`src/hpc_pkg.sv`:
```
package hpc_pkg;
	// configuration map byte offsets
	localparam logic [7:0] HPC_ADDR_CHARGE    = 8'hd0;
	localparam logic [7:0] HPC_ADDR_UP_DRIVE  = 8'hf6;
	localparam logic [7:0] HPC_ADDR_DN_DRIVE  = 8'hf8;
	// writable bit masks; reserved bits stay zero
	localparam logic [7:0] HPC_MASK_CHARGE    = 8'h1e;
	localparam logic [7:0] HPC_MASK_UP_DRIVE  = 8'h03;
	localparam logic [7:0] HPC_MASK_DN_DRIVE  = 8'hff;
	// reset values
	localparam logic [7:0] HPC_RST_CHARGE     = 8'h00;
	localparam logic [7:0] HPC_RST_DRIVE      = 8'h00;
	localparam logic [7:0] HPC_RD_NONE        = 8'h00;
	// field layout
	localparam int         HPC_NUM_DN         = 4;
	localparam int         HPC_CHARGE_LSB     = 1;
	localparam int         HPC_CODE_W         = 2;

	// drive boost levels
	typedef enum logic [1:0] {
		HPC_BOOST_NONE = 2'h0,
		HPC_BOOST_LOW  = 2'h1,
		HPC_BOOST_MED  = 2'h2,
		HPC_BOOST_HIGH = 2'h3
	} hpc_boost_e;

	// one configuration bus access
	typedef struct packed {
		logic       wr;
		logic       rd;
		logic [7:0] addr;
		logic [7:0] wdata;
	} hpc_req_s;

	// per-port settings handed to transceivers and charging logic
	typedef struct packed {
		hpc_boost_e                  up_code;
		hpc_boost_e [HPC_NUM_DN-1:0] dn_code;
		logic       [HPC_NUM_DN-1:0] charge_en;
	} hpc_cfg_s;

	// register state of the bank
	typedef struct packed {
		logic [7:0] charge;
		logic [7:0] up_drive;
		logic [7:0] dn_drive;
		logic [7:0] rdata;
		logic       rvalid;
	} hpc_state_s;
endpackage

```
`src/hpc_field_split.sv`:
```
`timescale 1ns/1ps
`default_nettype none
// splits the downstream drive byte into per-port boost codes
module hpc_field_split
	import hpc_pkg::*;
#(
	parameter int NUM_DN = HPC_NUM_DN
) (
	input  wire logic [7:0]             dn_drive, // downstream drive byte
	output var  hpc_pkg::hpc_boost_e [NUM_DN-1:0] codes // per-port codes
);
	genvar g;
	// port g+1 takes bits 2g+1:2g
	generate
		for (g = 0; g < NUM_DN; g++) begin : g_port
			assign codes[g] = hpc_boost_e'(dn_drive[g*HPC_CODE_W +: HPC_CODE_W]);
		end
	endgenerate
endmodule
`default_nettype wire

```
`src/hpc_port_cfg.sv`:
```
`timescale 1ns/1ps
`default_nettype none
// Function
// a port's charging support is enabled only while its enable bit is 1
// charging enable bits 1 to 4 map to ports 1 to 4; 0,5-7 reserved
// upstream drive register bits 1:0 are the upstream boost code
// codes 00 none, 01 low, 10 medium, 11 high boost
// downstream drive bits 7:6 drive port 4 boost code
// downstream drive bits 5:4 drive port 3 boost code
// downstream drive bits 3:2 drive port 2 boost code
// downstream drive bits 1:0 drive port 1 boost code
// configurer should program no boost unless the board needs it
// downstream drive register sits at offset f8
// reserved bits read zero, ignore writes; boost codes reset to none
module hpc_port_cfg
	import hpc_pkg::*;
#(
	parameter int NUM_DN = HPC_NUM_DN
) (
	input  wire logic                     clk,       // core clock, 250 MHz
	input  wire logic                     rstn,      // synchronous reset, active low
	input  wire hpc_pkg::hpc_req_s        req,       // configuration access
	output var  logic [7:0]               rdata,     // read data, one cycle after rd
	output var  logic                     rvalid,    // read data valid pulse
	output var  logic [NUM_DN-1:0]        charge_en, // per-port charging enable
	output var  hpc_pkg::hpc_boost_e      up_code,   // upstream boost code
	output var  hpc_pkg::hpc_boost_e [NUM_DN-1:0] dn_code // downstream boost codes
);
	import hpc_pkg::*;

	hpc_state_s                   st;
	hpc_state_s                   next_st;
	hpc_boost_e [NUM_DN-1:0]      split_codes;

	// read-side mux, used for the read path only
	function automatic logic [7:0] read_mux(input hpc_state_s s, input logic [7:0] a);
		logic [7:0] v;
		v = HPC_RD_NONE;
		if (a == HPC_ADDR_CHARGE) begin
			v = s.charge;
		end else if (a == HPC_ADDR_UP_DRIVE) begin
			v = s.up_drive;
		end else if (a == HPC_ADDR_DN_DRIVE) begin
			v = s.dn_drive;
		end
		return v;
	endfunction

	// true for the three mapped offsets; used by the unmapped read check below
	function automatic logic is_mapped(input logic [7:0] a);
		return (a == HPC_ADDR_CHARGE) || (a == HPC_ADDR_UP_DRIVE) || (a == HPC_ADDR_DN_DRIVE);
	endfunction

	// write decode; reserved bits masked so they never store
	always_comb begin
		next_st        = st;
		next_st.rvalid = req.rd;
		next_st.rdata  = req.rd ? read_mux(st, req.addr) : HPC_RD_NONE;
		if (req.wr) begin
			if (req.addr == HPC_ADDR_CHARGE) begin
				next_st.charge = req.wdata & HPC_MASK_CHARGE;
			end else if (req.addr == HPC_ADDR_UP_DRIVE) begin
				next_st.up_drive = req.wdata & HPC_MASK_UP_DRIVE;
			end else if (req.addr == HPC_ADDR_DN_DRIVE) begin
				next_st.dn_drive = req.wdata & HPC_MASK_DN_DRIVE;
			end
		end
		if (!rstn) begin
			next_st.charge   = HPC_RST_CHARGE;
			next_st.up_drive = HPC_RST_DRIVE;
			next_st.dn_drive = HPC_RST_DRIVE;
			next_st.rdata    = HPC_RD_NONE;
			next_st.rvalid   = 1'b0;
		end
	end

	always_ff @(posedge clk) begin
		st <= next_st;
	end

	hpc_field_split #(
		.NUM_DN (NUM_DN)
	) u_split (
		.dn_drive (next_st.dn_drive),
		.codes    (split_codes)
	);

	// outputs registered; they follow the stored bytes in the same edge
	always_ff @(posedge clk) begin
		rdata     <= next_st.rdata;
		rvalid    <= next_st.rvalid;
		charge_en <= next_st.charge[HPC_CHARGE_LSB +: NUM_DN];
		up_code   <= hpc_boost_e'(next_st.up_drive[HPC_CODE_W-1:0]);
		dn_code   <= split_codes;
	end
endmodule
`default_nettype wire

```
`config.mk`:
```
export PLATFORM = sky130hd
export DESIGN_NAME = hpc_port_cfg
export DESIGN_NICKNAME = d
export VERILOG_FILES = /design/src/hpc_pkg.sv /design/src/hpc_field_split.sv /design/src/hpc_port_cfg.sv
export SDC_FILE = /design/constraint.sdc
export NUM_CORES = 1
export LEC_CHECK = 0
export BUFFER_PORTS_ARGS = -buffer_cell sky130_fd_sc_hd__buf_4
export CAP_MARGIN = 20
export CORE_MARGIN = 2
export CORE_UTILIZATION = 45
export CTS_CLUSTER_DIAMETER = 200
export DETAILED_ROUTE_END_ITERATION = 7
export PLACE_DENSITY = 0.88
export SYNTH_ARGS = -nofsm -noshare
export SYNTH_HDL_FRONTEND = slang
export SYNTH_SLANG_ARGS = --single-unit
```
`constraint.sdc`:
```
create_clock -name clk -period 1.9 [get_ports clk]
set_input_delay 0.285 -clock clk [delete_from_list [all_inputs] [get_ports clk]]
set_output_delay 0.285 -clock clk [all_outputs]
set_load 0.05 [all_outputs]
```
==> flow_summary_export.csv, run 1 <==
group,metric,value,unit
timing,rsz0062_at_grt,"false",
final_layout,nFillCells,166,
synth,syn_area,945,µm²
global_routing,grt_pass1_vias,775,
placement,port_buffers,42,
critical_path,crit_slowest_cell,"dfxtp_1",
die,core_area,1960,µm²
cts,cts_resized,0,
route,routed_wl,2190,µm
run_status,status,"finished clean",
critical_path,critPathKind,"flop to output pin",
synth,synth_top_cell_by_area,"dfxtp_1",
power_and_ir_drop,pwr-share-clk,0.281,
power_and_ir_drop,seqPwrFrac,0.620,
cts,tritoncts,"built",
timing,fin_setup_tns,0,ns
die,dieArea,2480,µm²
synth,ys_seq_area_frac,0.487,
critical_path,cp_top_family,"flip-flops",
route,vias,869,
worst_hold_path,hold_class,"input port to flop",
synth,ys_top_cells_by_area,"dfxtp_1 (49%), mux2i_1 (15%), nand2_1 (9.1%), and3_1 (4.0%), nand3_1 (3.7%)",
timing,whs,0.239,ns
critical_path,start_kind,"flop",
die,num_rows,16,
critical_path,crit_required,1.62,ns
timing,finalSetupViolCount,0,
global_routing,grt_pass1_wl,3480,µm
final_layout,drive_above_1_share,0.362,
die,io_pins,43,
critical_path,worstPathCellList,"buf_4",
die,start_util,0.482,
synth,ys_ff_latch,23,
synth,syn_nets,116,
route,wire_per_inst,13.3,µm
route,first_pass_iters,4,
cts,post_cts_buffers,0,
critical_path,reg2regPathDepth,3,
final_layout,diodes,0,
cts,cts_buffer_depth,2,
synth,avgSynthCellArea,9.84,µm²
timing,max-slew-margin-rel,0.710,
critical_path,crit_cells,1,
power_and_ir_drop,p_int,0.000601,W
global_routing,grt_overflow,0,
synth,synth-edff-count,0,
timing,finalHoldViolations,0,
final_layout,synthToLayoutAreaGrowth,37.9,%
cts,cts_hold_buffers,0,
critical_path,arrival,0.94,ns
timing,finClkSkew,0.0143,ns
die,die_w,49.8,µm
final_layout,final_nets,159,
synth,yosysWarnings,0,
cts,clk_latency,0.30,ns
power_and_ir_drop,swShare,0.230,
timing,post-route-period-util,0.643,
cts,h-tree-depth,1,
synth,ys.flop_type,"dfxtp_1",
route,drc,0,
route,drtIter0Drc,10,
global_routing,grt_use_total,0.184,
timing,slew_viol_final,0,
synth,syn_inst,96,
final_layout,fin_util,0.664,
timing,max_freq,818,MHz
critical_path,crit_path_max_incr_delay,0.41,ns
power_and_ir_drop,powerDensity,599,nW/µm²
power_and_ir_drop,leakagePower,0.662,nW
critical_path,end_kind,"output pin",
power_and_ir_drop,comb_power_share,0.099,
global_routing,antenna_found_initial,0,
route,ant_nets,0,
die,die_y,49.8,µm
critical_path,path_buf_inv,1,
placement,gp_congestion,0.879,
worst_hold_path,hold_depth,3,
power_and_ir_drop,switchingPower,0.000179,W
cts,clk_pin_slew,0.13,ns
power_and_ir_drop,ir_worst_vdd,0.455,mV
route,viasPerCell,5.27,
global_routing,grt_max_degree,24,
timing,post-route-min-period,1.22,ns
synth,yosys-top-cells-count,"dfxtp_1 (23), nand2_1 (23), mux2i_1 (14), nand3_1 (7), and3_1 (6)",
cts,cts.sinks,23,
critical_path,worstPathMaxFanout,3,
synth,ys_types,19,
timing,worstMarginPinSlew,0.432,ns
synth,synth_top_cell_area_share,0.487,
cts,root_buffer,"clkbuf_4",
placement,hpwlAfterDp,1750,µm
run,maxCapViolCount,0,
synth,synthArstFlopShare,0,
cts,cts_made_buffers,3,
[kinds of logic (layout without fill, tap and decap cells)]
group                  after synthesis  after routing  share of synthesized area
buffers and inverters                5             47                     0.0225
DFF                                 23             23                      0.487
and+or+nand+nor                     48             48                      0.298
muxes                               14             14                      0.148
AOI/OAI and AO/OA                    6              6                     0.0437
[state kept, by name, summed over array words and instances, names as in the netlist]
signal,count
rdata,8
st,7
dn_code,5
up_code,2
rvalid,1
[power by group through the flow]
| stage | clock (W) | sequential [W] | combinational (W) |
|---|---|---|---|
| after floorplan | 0 | 0.000500 | 0.0000272 |
| after global placement | 0 | 0.000495 | 0.0000744 |
| after detailed placement | 0 | 0.000495 | 0.0000768 |
| after CTS | 0.000218 | 0.000484 | 0.0000769 |
| after global routing | 0.000244 | 0.000485 | 0.0000821 |
| final | 0.000219 | 0.000484 | 0.0000772 |
[path summary, 6_finish.rpt]
check,start,to,slack (ns)
setup / recovery,st[26],charge_en[0],0.68
hold / removal,req[7],dn_code[7],0.24
setup reg to reg,st[10],rdata[1],0.86
hold reg to reg,dn_code[7],dn_code[7],0.48
[stage by stage]
stage          power, W  area [µm²]  instances  setup slack [ns]
2_1_floorplan  0.000527         945         96             0.593
3_3_place_gp   0.000569        1280        161             0.462
3_5_place_dp   0.000572        1280        161             0.418
4_1_cts        0.000779        1300        165             0.691
5_1_grt        0.000811        1300        165             0.650
6_report       0.000780        1300        165             0.678
[layout by cell type (no fill, tap or decap)]
| cell | n |
|---|---|
| buf_4 | 42 |
| nand2_1 | 23 |
| dfxtp_1 | 23 |
| mux2i_1 | 14 |
| nand3_1 | 7 |
| and3_1 | 6 |
| nand4_1 | 4 |
| a21oi_1 | 3 |
| clkbuf_4 | 3 |
| and4bb_2 | 2 |
| a221oi_1 | 2 |
| and4_1 | 1 |
| nor3_2 | 1 |
| nand4_4 | 1 |
| inv_1 | 1 |
| nor4b_4 | 1 |
| nor2_1 | 1 |
| o2111ai_1 | 1 |
| nor3_1 | 1 |
| clkbuf_1 | 1 |
[per-layer routing]
metal	routed length, µm	share of wire	global-route usage
met1	972	0.44	0.228
met5	0	0	0
met4	56	0.026	0.111
met2	1030	0.47	0.291
met3	133	0.061	0.0394
[final cells by class]
| class | instances | area [µm²] | share of cell area |
|---|---|---|---|
| repair buffers | 42 | 315 | 0.242 |
| multi-input cells | 68 | 463 | 0.355 |
| well taps | 27 | 33.8 | 0.0259 |
| flip-flops and latches | 23 | 460 | 0.354 |
| inverters | 1 | 3.75 | 0.00288 |
| clock buffers | 4 | 26.3 | 0.0202 |
[worst register-to-register path: stages (launching register included)]
cell	delay, ns
dfxtp_1	0.40
and3_1	0.17
o2111ai_1	0.09
a221oi_1	0.30
Power figures use the tool's default switching activity.
==> run 2: changes to the inputs <==
--- a/config.mk
+++ b/config.mk
@@ -8,10 +8,10 @@
 export BUFFER_PORTS_ARGS = -buffer_cell sky130_fd_sc_hd__buf_4
 export CAP_MARGIN = 20
 export CORE_MARGIN = 2
-export CORE_UTILIZATION = 45
+export CORE_UTILIZATION = 40
 export CTS_CLUSTER_DIAMETER = 200
 export DETAILED_ROUTE_END_ITERATION = 7
-export PLACE_DENSITY = 0.88
+export PLACE_DENSITY = 0.84
 export SYNTH_ARGS = -nofsm -noshare
 export SYNTH_HDL_FRONTEND = slang
 export SYNTH_SLANG_ARGS = --single-unit
==> constraint.sdc (replaced) <==
create_clock -name clk -period 1.1 [get_ports clk]
set_input_delay 0.165 -clock clk [delete_from_list [all_inputs] [get_ports clk]]
set_output_delay 0.165 -clock clk [all_outputs]
set_load 0.05 [all_outputs]
==> run 2 against run 1 <==
Total power is 78% higher. Core utilization is 0.44 points lower. Worst hold slack worse by 0.15 ns. Critical endpoint is now charge_en[2].
==> flow_summary_export.csv, run 2 (same netlist as run 1, synthesis figures left out) <==
group,metric,value,unit
power_and_ir_drop,swShare,0.239,
route,wire_per_inst,14.2,µm
timing,fin_ws,0.0284,ns
die,start_util,0.427,
final_layout,diodes,0,
critical_path,end_kind,"output pin",
critical_path,start_kind,"flop",
critical_path,critPathKind,"flop to output pin",
die,dieArea,2770,µm²
timing,max_freq,933,MHz
timing,finClkSkew,0.00244,ns
cts,cts_buffer_depth,2,
critical_path,r2r_start,"st[10]",
critical_path,worstPathMaxFanout,3,
final_layout,final_common_cell,"buf_4",
power_and_ir_drop,powerDensity,954,nW/µm²
cts,cts_made_buffers,3,
power_and_ir_drop,power.total,0.00139,W
cts,cts_hold_buffers,0,
route,vias,927,
global_routing,grt_overflow,0,
timing,post-route-period-util,0.974,
timing,finalHoldViolations,0,
worst_hold_path,hold_class,"input port to flop",
die,num_rows,17,
placement,gp_congestion,0.767,
route,drc,0,
cts,h-tree-depth,1,
placement,dp_slack,-0.145,ns
final_layout,final_nets,171,
die,core_area,2210,µm²
placement,port_buffers,42,
power_and_ir_drop,ir_worst_vdd,0.894,mV
final_layout,largest_reg_flops,8,
worst_hold_path,hold_depth,3,
power_and_ir_drop,seqPwrFrac,0.599,
run,maxCapViolCount,0,
route,drtIter0Drc,14,
global_routing,grt_use_total,0.188,
critical_path,crit_path_max_incr_delay,0.41,ns
route,ant_nets,0,
global_routing,grt_pass1_vias,923,
global_routing,antenna_found_initial,0,
placement,place_inst,174,
power_and_ir_drop,p_int,0.00106,W
critical_path,path_buf_inv,1,
critical_path,reg2reg_slack,0.07,ns
critical_path,crit_cells,1,
global_routing,grt_pass1_wl,3830,µm
critical_path,startpoint,"st[28]",
critical_path,r2r-end,"rdata[1]",
global_routing,grt_max_degree,23,
run_status,status,"finished clean",
final_layout,synthToLayoutAreaGrowth,54.4,%
critical_path,reg2regPathDepth,3,
route,viasPerCell,5.21,
cts,clk_latency,0.31,ns
critical_path,worstPathCellList,"buf_6",
cts,clk_pin_slew,0.12,ns
cts,cts.sinks,23,
timing,post-route-min-period,1.07,ns
die,die_w,52.6,µm
final_layout,top_regs,"rdata x8, st x7, dn_code x5",
final_layout,drive_above_1_share,0.473,
cts,root_buffer,"clkbuf_4",
final_layout,final_cells,178,
route,routed_wl,2530,µm
timing,finalSetupViolCount,0,
power_and_ir_drop,switchingPower,0.000333,W
timing,max-slew-margin-rel,0.782,
timing,slew_viol_final,0,
die,die_y,52.6,µm
critical_path,arrival,0.91,ns
critical_path,crit_slowest_cell,"dfxtp_1",
final_layout,layout_common_cells,"buf_4 (44), nand2_1 (23), dfxtp_1 (17), mux2i_1 (14), buf_6 (10)",
route,first_pass_iters,4,
placement,hpwlAfterDp,1940,µm
power_and_ir_drop,comb_power_share,0.120,
cts,post_cts_buffers,0,
critical_path,cp-endpoint,"charge_en[2]",
power_and_ir_drop,leakagePower,0.730,nW
placement,place_area,1370,µm²
critical_path,crit_required,0.94,ns
critical_path,cp_top_family,"flip-flops",
timing,worstMarginPinSlew,0.325,ns
power_and_ir_drop,pwr-share-clk,0.281,
final_layout,fin_area,1460,µm²
cts,tritoncts,"built",
die,io_pins,43,
final_layout,top_register,"rdata",
-- run 2: metrics by stage --
| step | utilization | hold slack, ns | setup TNS, ns |
|---|---|---|---|
| finish | 0.660 | 0.0887 | 0 |
| global route | 0.660 | 0.0885 | -0.00926 |
| CTS | 0.636 | 0.0942 | 0 |
| detailed placement | 0.620 | 0.431 | -1.65 |
| global placement | 0.620 | 0.421 | -1.00 |
| floorplan | - | 0.304 | 0 |
-- run 2: power groups by stage --
| stage | registers [W] | logic, W | clock network, W |
|---|---|---|---|
| after global placement | 0.000853 | 0.000155 | 0 |
| after detailed placement | 0.000853 | 0.000161 | 0 |
| after global routing | 0.000834 | 0.000179 | 0.000424 |
| after floorplan | 0.000862 | 0.0000470 | 0 |
| after CTS | 0.000834 | 0.000162 | 0.000390 |
| final | 0.000834 | 0.000167 | 0.000391 |
-- run 2: routing by layer --
layer  global-route usage  share of wire  wire [µm]
met1                0.217           0.43       1080
met3               0.0486          0.066        167
met4               0.0940          0.012         31
met5                    0              0          0
met2                0.317           0.50       1250
-- run 2: repair_timing --
action                                  in CTS  in global routing
resized for setup                            2                 15
pin swaps                                    0                  1
endpoints found under the setup margin       2                 11
-- run 2: worst min-delay path by stage --
stage | startpoint | end | slack [ns]
floorplan | req[5] | st[14] | 0.30
global placement | req[6] | dn_code[6] | 0.42
detailed placement | req[5] | st[14] | 0.43
CTS | req[5] | st[14] | 0.09
global route | req[5] | st[14] | 0.09
finish | req[5] | st[14] | 0.09
-- run 2: final cells by class --
cell class / instances / area (µm²)
Timing Repair Buffer: 54 / 443
Inverter: 1 / 3.75
Fill cell: 172 / 753
Multi-Input combinational cell: 68 / 480
Tap cell: 28 / 35.0
Sequential cell: 23 / 470
Clock buffer: 4 / 26.3
